===== src/flash_self_program_pkg.sv =====
// constants for the flash self-programming controller
// assumes an apb slave on one 40 mhz clock and a self-timed flash macro beside it
//
// Overview of operation
// RL1 - address is page register above effective address
// RL2 - low table access covers word bits 15..0
// RL3 - high table access covers word bits 23..16
// RL4 - rows hold 64 instructions, 192 bytes
// RL5 - page erase clears 512 aligned instructions
// RL6 - processor stalls while erase or program runs
// RL7 - start bit settable only, hardware clears it
// RL8 - program writes one 24-bit word
// RL9 - key 0x55 then 0xaa unlocks one start
// RL10 - software puts two nops after start
// RL11 - software erases page before reprogramming word
// RL12 - enable bit permits or inhibits operations
// RL13 - error flag set on improper start attempt
// RL14 - erase select picks erase or program variant
// RL15 - erase codes 1101 general, 0010 page
// RL16 - program code 0011 writes one word
// RL17 - control bits cleared only by power-on
// RL18 - last page erase clears configuration words
// RL19 - bits 12..7 and 5..4 read zero
// RL20 - key register write-only, low byte only
// RL21 - bad start sets error, starts nothing
package flash_self_program_pkg;

  // ==========================================================
  // register byte offsets
  localparam logic [11:0] OFF_TABLE_PAGE = 12'h000;
  localparam logic [11:0] OFF_EFF_ADDR   = 12'h004;
  localparam logic [11:0] OFF_TABLE_LOW  = 12'h008;
  localparam logic [11:0] OFF_TABLE_HIGH = 12'h00C;
  localparam logic [11:0] OFF_OP_CONTROL = 12'h010;
  localparam logic [11:0] OFF_UNLOCK_KEY = 12'h014;

  // ==========================================================
  // control register fields
  localparam int START_BIT     = 15;
  localparam int ENABLE_BIT    = 14;
  localparam int ERROR_BIT     = 13;
  localparam int ERASE_SEL_BIT = 6;
  localparam logic [15:0] CONTROL_RESET = 16'h0000;

  // operation codes
  localparam logic [3:0] OP_ERASE_GENERAL = 4'b1101;
  localparam logic [3:0] OP_ERASE_PAGE    = 4'b0010;
  localparam logic [3:0] OP_PROGRAM_WORD  = 4'b0011;

  // unlock key bytes
  localparam logic [7:0] KEY_FIRST  = 8'h55;
  localparam logic [7:0] KEY_SECOND = 8'hAA;

  // ==========================================================
  // array geometry; two address units per instruction
  localparam int ROW_INSTRUCTIONS  = 64;
  localparam int ROW_BYTES         = 192;
  localparam int PAGE_ROWS         = 8;
  localparam int PAGE_INSTRUCTIONS = PAGE_ROWS * ROW_INSTRUCTIONS;
  localparam int PAGE_BYTES        = PAGE_ROWS * ROW_BYTES;
  localparam logic [23:0] PAGE_ADDR_MASK = 24'hFF_FC00;

  // ==========================================================
  // state types
  typedef enum logic [2:0] {
    ST_IDLE = 3'b001,
    ST_RUN  = 3'b010,
    ST_DONE = 3'b100
  } op_state_type;

  typedef enum logic [2:0] {
    KEY_LOCKED = 3'b001,
    KEY_HALF   = 3'b010,
    KEY_OPEN   = 3'b100
  } key_state_type;

  typedef enum logic [1:0] {
    CMD_NONE          = 2'd0,
    CMD_PROGRAM       = 2'd1,
    CMD_ERASE_PAGE    = 2'd2,
    CMD_ERASE_GENERAL = 2'd3
  } cmd_type;

endpackage


===== src/flash_self_program_control.sv =====
// flash self-programming controller: table access, unlock, self-timed sequencing
// assumes an apb master on pclk and a flash macro answering on the same clock
`timescale 1ns/10ps
`default_nettype none

module flash_self_program_control
  import flash_self_program_pkg::*;
#(
  parameter logic [23:0] LAST_PAGE_BASE = 24'h00_3C00
) (
  // clock and resets
  input  wire logic        pclk,
  input  wire logic        presetn,
  input  wire logic        warm_reset_n,
  // apb slave
  input  wire logic        psel,
  input  wire logic        penable,
  input  wire logic        pwrite,
  input  wire logic [11:0] paddr,
  input  wire logic [31:0] pwdata,
  input  wire logic [3:0]  pstrb,
  output logic      [31:0] prdata,
  output logic             pready,
  output logic             pslverr,
  // flash macro
  output logic      [23:0] flash_addr,
  output logic      [23:0] flash_wdata,
  output logic             flash_read,
  input  wire logic [23:0] flash_rdata,
  output logic             flash_program,
  output logic             flash_erase_page,
  output logic             flash_erase_general,
  input  wire logic        flash_done,
  output logic             config_words_cleared,
  // processor core
  output logic             cpu_stall
);

  // ==========================================================
  // helpers
  // byte-lane merge of a 16-bit field
  // a lane left unstrobed keeps its old byte
  function automatic logic [15:0] merge16(input logic [15:0] old_v,
                                          input logic [15:0] new_v,
                                          input logic [1:0]  lanes);
    merge16 = {lanes[1] ? new_v[15:8] : old_v[15:8],
               lanes[0] ? new_v[7:0]  : old_v[7:0]};
  endfunction

  // operation decode from erase select and code
  function automatic cmd_type decode_cmd(input logic erase_v, input logic [3:0] op_v);
    decode_cmd = CMD_NONE;
    if (erase_v) begin
      if (op_v == OP_ERASE_GENERAL) decode_cmd = CMD_ERASE_GENERAL; // RL15
      else if (op_v == OP_ERASE_PAGE) decode_cmd = CMD_ERASE_PAGE; // RL15
    end else if (op_v == OP_PROGRAM_WORD) begin
      decode_cmd = CMD_PROGRAM; // RL16
    end
  endfunction

  // ==========================================================
  // state
  logic [7:0]    table_page;   // page register
  logic [15:0]   eff_addr;     // effective address
  logic [23:0]   word_latch;   // word being written
  logic          wr;           // start bit
  logic          program_enable; // enable bit
  logic          err;          // sequence error flag
  logic          erase_sel;    // erase select
  logic [3:0]    op_sel;       // operation code
  op_state_type  state;        // sequencer
  key_state_type key_state;    // unlock tracking
  cmd_type       cmd;          // command in flight
  logic [1:0]    rd_step;      // table read wait steps

  // ==========================================================
  // decode
  wire        access    = psel & penable;
  wire        setup     = psel & ~penable;
  wire        hit_page  = (paddr == OFF_TABLE_PAGE);
  wire        hit_eff   = (paddr == OFF_EFF_ADDR);
  wire        hit_low   = (paddr == OFF_TABLE_LOW);
  wire        hit_high  = (paddr == OFF_TABLE_HIGH);
  wire        hit_ctrl  = (paddr == OFF_OP_CONTROL);
  wire        hit_key   = (paddr == OFF_UNLOCK_KEY);
  wire        hit_tbl   = hit_low | hit_high;
  wire        hit_any   = hit_page | hit_eff | hit_tbl | hit_ctrl | hit_key;
  wire        tbl_read  = access & ~pwrite & hit_tbl;
  wire        wr_xfer   = access & pwrite & pready;
  wire [23:0] table_addr = {table_page, eff_addr}; // RL1
  wire        key_open  = (key_state == KEY_OPEN);

  // next control values as this write would leave them
  // the start write is judged on enable as this same write leaves it
  wire        start_try  = wr_xfer & hit_ctrl & pstrb[1] & pwdata[START_BIT];
  wire        next_program_enable = (wr_xfer & hit_ctrl & pstrb[1]) ? pwdata[ENABLE_BIT] :
                                    program_enable;
  wire        next_erase = (wr_xfer & hit_ctrl & pstrb[0]) ? pwdata[ERASE_SEL_BIT] : erase_sel;
  wire [3:0]  next_op    = (wr_xfer & hit_ctrl & pstrb[0]) ? pwdata[3:0] : op_sel;
  wire        launch     = start_try & key_open & next_program_enable; // RL9 RL12
  wire        bad_start  = start_try & ~launch; // RL13 RL21
  wire        done_err   = (state == ST_DONE);
  wire        next_err   = bad_start ? 1'b1 :
                           (wr_xfer & hit_ctrl & pstrb[1]) ? pwdata[ERROR_BIT] :
                           done_err ? 1'b0 : err;
  wire cmd_type launch_cmd = decode_cmd(next_erase, next_op); // RL14
  // a page spans eight rows of instructions, two address units each
  localparam logic [23:0] PAGE_SPAN_MASK = 24'(2 * PAGE_INSTRUCTIONS - 1); // RL4 RL5
  wire [23:0] page_base  = table_addr & ~PAGE_SPAN_MASK; // RL5

  // read view of control; unimplemented bits zero
  // only implemented bits carry state; the rest are tied off
  wire [15:0] ctrl_view = {wr, program_enable, err, 6'b00_0000,
                           erase_sel, 2'b00, op_sel}; // RL19

  // read data selection; key never reads back
  wire [31:0] read_mux =
    hit_page ? {24'h00_0000, table_page} :
    hit_eff  ? {16'h0000, eff_addr} :
    hit_low  ? {16'h0000, flash_rdata[15:0]} : // RL2
    hit_high ? {24'h00_0000, flash_rdata[23:16]} : // RL3
    hit_ctrl ? {16'h0000, ctrl_view} :
    32'h0000_0000; // RL20

  // ==========================================================
  // bus handshake; every access waits while an operation runs
  // hazard: a table read while busy would see a half-written word
  assign pready     = access & ~wr & (~tbl_read | (rd_step == 2'd2)); // RL6
  assign pslverr    = pready & ~hit_any;
  assign flash_read = tbl_read & ~wr & (rd_step == 2'd0);
  assign cpu_stall  = wr; // RL6

  // table read pacing: issue, capture, answer
  // two waits let the macro answer and the capture settle
  always_ff @(posedge pclk or negedge presetn) begin
    if (!presetn) begin
      rd_step <= 2'd0;
    end else if (!warm_reset_n || pready) begin
      rd_step <= 2'd0;
    end else if (tbl_read && !wr && rd_step != 2'd2) begin
      rd_step <= rd_step + 2'd1;
    end
  end

  // read data register, loaded in setup or on flash capture
  always_ff @(posedge pclk or negedge presetn) begin
    if (!presetn) begin
      prdata <= 32'h0000_0000;
    end else if (setup || rd_step == 2'd1) begin
      prdata <= read_mux;
    end
  end

  // ==========================================================
  // table page, address and write latch
  // the latch only feeds the macro data; nothing reads it back
  always_ff @(posedge pclk or negedge presetn) begin
    if (!presetn) begin
      table_page <= 8'h00;
      eff_addr   <= 16'h0000;
      word_latch <= 24'h00_0000;
    end else if (wr_xfer) begin
      if (hit_page && pstrb[0]) table_page <= pwdata[7:0];
      if (hit_eff) eff_addr <= merge16(eff_addr, pwdata[15:0], pstrb[1:0]);
      if (hit_low) word_latch[15:0] <= merge16(word_latch[15:0], pwdata[15:0], pstrb[1:0]); // RL2
      if (hit_high && pstrb[0]) word_latch[23:16] <= pwdata[7:0]; // RL3
    end
  end
  assign flash_wdata = word_latch; // RL8

  // ==========================================================
  // unlock key: any write other than the key pair relocks
  // reads never relock, so software may poll status between key bytes
  always_ff @(posedge pclk or negedge presetn) begin
    if (!presetn) begin
      key_state <= KEY_LOCKED;
    end else if (!warm_reset_n) begin
      key_state <= KEY_LOCKED;
    end else if (wr_xfer) begin
      if (hit_key && pstrb[0] && pwdata[7:0] == KEY_FIRST) key_state <= KEY_HALF; // RL9
      else if (hit_key && pstrb[0] && pwdata[7:0] == KEY_SECOND && key_state == KEY_HALF)
        key_state <= KEY_OPEN; // RL9
      else key_state <= KEY_LOCKED; // RL20
    end
  end

  // ==========================================================
  // control register; only presetn clears it, warm reset spares it
  // warm reset does not reach this process on purpose
  always_ff @(posedge pclk or negedge presetn) begin
    if (!presetn) begin
      program_enable <= CONTROL_RESET[ENABLE_BIT]; // RL17
      err       <= CONTROL_RESET[ERROR_BIT];
      erase_sel <= CONTROL_RESET[ERASE_SEL_BIT];
      op_sel    <= CONTROL_RESET[3:0];
    end else begin
      program_enable <= next_program_enable; // RL12
      err       <= next_err; // RL13
      erase_sel <= next_erase;
      op_sel    <= next_op;
    end
  end

  // ==========================================================
  // sequencer; a no-op code still passes through run and done
  // trade-off: no-op codes still pulse the start bit, so polling stays uniform
  always_ff @(posedge pclk or negedge presetn) begin
    if (!presetn) begin
      state <= ST_IDLE;
      wr    <= CONTROL_RESET[START_BIT];
      cmd   <= CMD_NONE;
    end else begin
      case (state)
        ST_IDLE: begin
          if (launch) begin
            wr    <= 1'b1; // RL7
            cmd   <= launch_cmd;
            state <= ST_RUN;
          end
        end
        ST_RUN: begin
          // the macro times itself; wait for its done
          if (cmd == CMD_NONE || flash_done) state <= ST_DONE;
        end
        ST_DONE: begin
          wr    <= 1'b0; // RL7
          state <= ST_IDLE;
        end
        default: begin
          state <= ST_IDLE;
        end
      endcase
    end
  end

  // ==========================================================
  // command pulses and target address
  // one-cycle pulses; the macro times itself from each pulse
  always_ff @(posedge pclk or negedge presetn) begin
    if (!presetn) begin
      flash_addr           <= 24'h00_0000;
      flash_program        <= 1'b0;
      flash_erase_page     <= 1'b0;
      flash_erase_general  <= 1'b0;
      config_words_cleared <= 1'b0;
    end else begin
      flash_program       <= launch && launch_cmd == CMD_PROGRAM; // RL8 RL16
      flash_erase_page    <= launch && launch_cmd == CMD_ERASE_PAGE; // RL5
      flash_erase_general <= launch && launch_cmd == CMD_ERASE_GENERAL; // RL15
      // last page also wipes configuration words
      config_words_cleared <= launch && launch_cmd == CMD_ERASE_PAGE
                              && page_base == LAST_PAGE_BASE; // RL18
      if (state == ST_IDLE) begin
        flash_addr <= (launch && launch_cmd == CMD_ERASE_PAGE) ? page_base : table_addr; // RL1
      end
    end
  end
endmodule

`default_nettype wire


===== config.mk =====
export PLATFORM = sky130hd
export DESIGN_NAME = flash_self_program_control
export DESIGN_NICKNAME = d
export VERILOG_FILES = /design/src/flash_self_program_pkg.sv /design/src/flash_self_program_control.sv
export SDC_FILE = /design/constraint.sdc
export NUM_CORES = 1
export LEC_CHECK = 0
export ABC_AREA = 1
export ABC_CLOCK_PERIOD_IN_PS = 3570
export BUFFER_PORTS_ARGS = -buffer_cell sky130_fd_sc_hd__buf_2
export CAP_MARGIN = 15
export CORE_MARGIN = 4
export CORE_UTILIZATION = 55
export DETAILED_ROUTE_END_ITERATION = 10
export PLACE_DENSITY = 0.84
export SYNTH_ARGS = -nofsm -noshare
export SYNTH_HDL_FRONTEND = slang
export SYNTH_SLANG_ARGS = --single-unit

===== constraint.sdc =====
create_clock -name pclk -period 3.57 [get_ports pclk]
set_input_delay 0.1785 -clock pclk [delete_from_list [all_inputs] [get_ports pclk]]
set_output_delay 0.1785 -clock pclk [all_outputs]
set_load 0.05 [all_outputs]

==> results.sh <==
export IMPL_status="finished with violations"
export IMPL_violations="hold timing"
export IMPL_antenna_found_initial=0
export IMPL_powerDensity_nw_per_um2=353
export IMPL_finalSetupViolCount=0
export IMPL_synth_commonest_cells="nand2_1, dfrtp_1, o21ai_0"
export IMPL_postCtsResizedCells=0
export IMPL_rr_worst_depth=8
export IMPL_yosysTopAreaCell="dfrtp_1"
export IMPL_max_freq_mhz=400
export IMPL_synth_warnings=0
export IMPL_synth_top_family_by_area="simple AND/OR/NAND/NOR gates"
export IMPL_cts_path_max_buffers=2
export IMPL_htreeDepth=3
export IMPL_seq_area_frac_synth=0.518
export IMPL_hold_viol=45
export IMPL_fin_tns_setup_ps=0
export IMPL_post_cts_buffers=0
export IMPL_synthesis_area_um2=5320
export IMPL_fin_nets=839
export IMPL_first_global_vias=4749
export IMPL_cp_end_kind="flop"
export IMPL_post_synth_top_count_cell="nand2_1"
export IMPL_dp_slack_ps=926
export IMPL_cts_sinks=110
export IMPL_synth_top_area_frac=0.508
export IMPL_rsz0062_at_grt="false"
export IMPL_num_rows=35
export IMPL_yosys_area_share_simple=0.251
export IMPL_worstSkewPairLatency_ps=370
export IMPL_diodes=0
export IMPL_dieArea_um2=11300
export IMPL_synthMuxAreaShare=0
export IMPL_drt_iter0_markers=317
export IMPL_wirelength_um=14500
export IMPL_maxCapViolCount=0
export IMPL_clock_skew_ps=15.2
export IMPL_crit_path_start_kind="flop"
export IMPL_cts_root_buffer="clkbuf_8"
export IMPL_die_width_um=106
export IMPL_wl_per_cell_um=16.3
export IMPL_cts_tree="yes"
export IMPL_vdd_drop_max_mv=0.201
export IMPL_ant_nets=0
export IMPL_viasPerCell=5.44
export IMPL_cp_arrival_ps=2760
export IMPL_synth_cells=627
export IMPL_io_pins=167
export IMPL_required_ps=3830
export IMPL_power_leakage_nw=3.34
export IMPL_worstSetupPathType="flop to flop"
export IMPL_area_growth_pct=17.2
export IMPL_yosys_area_share_xor_xnor=0.00165
export IMPL_rrSetupSlack_ps=1070
export IMPL_firstDrtPassIters=5
export IMPL_drc=0
export IMPL_grt_pass1_wl_um=23500
export IMPL_place_inst=875
export IMPL_post_route_period_util=0.700
export IMPL_hold_slack_ps=-23.3
export IMPL_synthDistinctLibCells=38
export IMPL_holdBufCountCts=0
export IMPL_critical_path_peak_fanout=12
export IMPL_coreArea_um2=9330
export IMPL_synthFlopType="dfrtp_1"
export IMPL_grt_max_degree=83
export IMPL_drive_above_1_share=0.269
export IMPL_start_util=0.571
export IMPL_relSlewSlack=0.323
export IMPL_clk_pin_slew_ps=120
export IMPL_slew_viol_final=0
export IMPL_ys_ff_latch=110
export IMPL_async_reset_ff_frac=1.00
export IMPL_p_total_w=0.00220
export IMPL_final_cells=891
export IMPL_r2r_start="cpu_stall"
export IMPL_grt_ovfl_total=0
export IMPL_numCtsBuffers=9
export IMPL_num_fill_cells=777
export IMPL_numPortBuffers=132
export IMPL_synth_avg_cell_area_um2=8.49
export IMPL_synthAdderAreaFrac=0.00705
export IMPL_fp_dieH_um=106
export IMPL_synthTopCellsByArea="dfrtp_1, nand2_1, o21ai_0, inv_1, nand3_1"
export IMPL_synth_edf_count=0
export IMPL_gp_congestion=0.968
export IMPL_worstReg2RegEnd="flash_addr[1]"
export IMPL_final_setup_worst_slack_ps=1070
export IMPL_grtUsageTotal=0.263
export IMPL_dp_hpwl_um=10900
export IMPL_tightest_slew_ps=1010
export IMPL_min_path_type="primary input to asynchronous set/reset pin"
export IMPL_vias=4848
export IMPL_fin_crit_ps=2500
export IMPL_synth_compound_area_frac=0.127
[critical path, stage by stage (launching register included)]
cell and delay (ps):
dfrtp_1 470, nor2_1 420, nand3_4 220, nor3_4 290
nand3_2 140, nor2_4 210, nand3_2 380, nand3_1 190
nand2_1 60
[cell families (layout without fill, tap and decap cells)]
kind of cell / Yosys count / after routing
flip-flops: 110 / 110
other: 1 / 16
buffers and inverters: 114 / 234
XOR/XNOR: 1 / 1
AO/OA/AOI/OAI: 119 / 119
adder cells (fa/ha/maj): 3 / 3
AND/OR/NAND/NOR: 279 / 279
[sequential cells by signal, indices dropped and copies added, names as in the netlist]
| signal | cells |
|---|---|
| table_page | 8 |
| op_sel | 4 |
| state | 3 |
| erase_sel | 1 |
| cpu_stall | 1 |
| eff_addr | 16 |
| cmd | 2 |
| err | 1 |
| config_words_cleared | 1 |
| flash_addr | 24 |
| rd_step | 2 |
| prdata | 16 |
| program_enable | 1 |
| flash_erase_page | 1 |
| flash_erase_general | 1 |
| flash_wdata | 24 |
| flash_program | 1 |
| key_state | 3 |
[worst max-delay path by stage]
stage | start | endpoint | depth (start not counted)
after floorplan | cpu_stall | flash_addr[2] | 9
after global placement | paddr[6] | flash_addr[1] | 17
after detailed placement | paddr[6] | flash_addr[1] | 17
after CTS | cpu_stall | flash_addr[1] | 8
after global routing | cpu_stall | flash_addr[1] | 8
final | cpu_stall | flash_addr[1] | 8
[cell usage in the layout (no fill, tap or decap), types with 2 or more instances in the layout]
cell      synthesis  routed
nand2_1         163     163
buf_2             1     131
dfrtp_1         108     108
o21ai_0          81      81
inv_1            72      72
nand3_1          28      28
nor2_1           25      25
conb_1            1      16
nor2_2           12      12
nand4_1          11      11
nand3_2          10      10
inv_2             9       9
nand2_2           9       9
clkbuf_8          0       9
a21oi_1           8       8
o22ai_1           7       7
a221oi_1          7       7
nor3_1            6       6
buf_4            16       5
nor2_4            4       4
nor4_1            4       4
a41oi_1           4       4
nand3_4           3       3
o211ai_1          3       3
ha_1              3       3
o21bai_1          2       2
o21ai_2           2       2
o21ai_1           2       2
a21o_1            2       2
clkinv_8          0       2
inv_8             0       2
clkinv_4          0       2
dfstp_2           2       2
[routing by layer]
layer / GRT usage / share of wire / up-vias
li1: - / - / 2278
met1: 0.355 / 0.41 / 2307
met2: 0.432 / 0.49 / 234
met3: 0.0455 / 0.078 / 29
met4: 0.0879 / 0.018 / 0
met5: 0 / 0 / -
[report_power, final]
group	internal [W]	switching, W	leakage [nW]
Sequential	0.00125	0.00000446	1.52
Combinational	0.0000436	0.000150	1.72
Clock	0.000277	0.000476	0.103
Total	0.00157	0.000630	3.34
[final cells by class]
type	instances	area, um^2	share of cell area
Inverter	82	308	0.0493
Timing Repair Buffer	136	693	0.111
Clock buffer	9	124	0.0199
Sequential cell	110	2760	0.442
Tap cell	129	161	0.0259
Clock inverter	7	77.6	0.0124
Multi-Input combinational cell	418	2120	0.340
[metrics by stage]
stage,utilization,cell area (um^2)
floorplan,-,5380
global placement,0.647,6040
detailed placement,0.647,6040
CTS,0.669,6240
global route,0.669,6240
finish,0.669,6240
No activity file was read; power rests on OpenSTA's default activity.
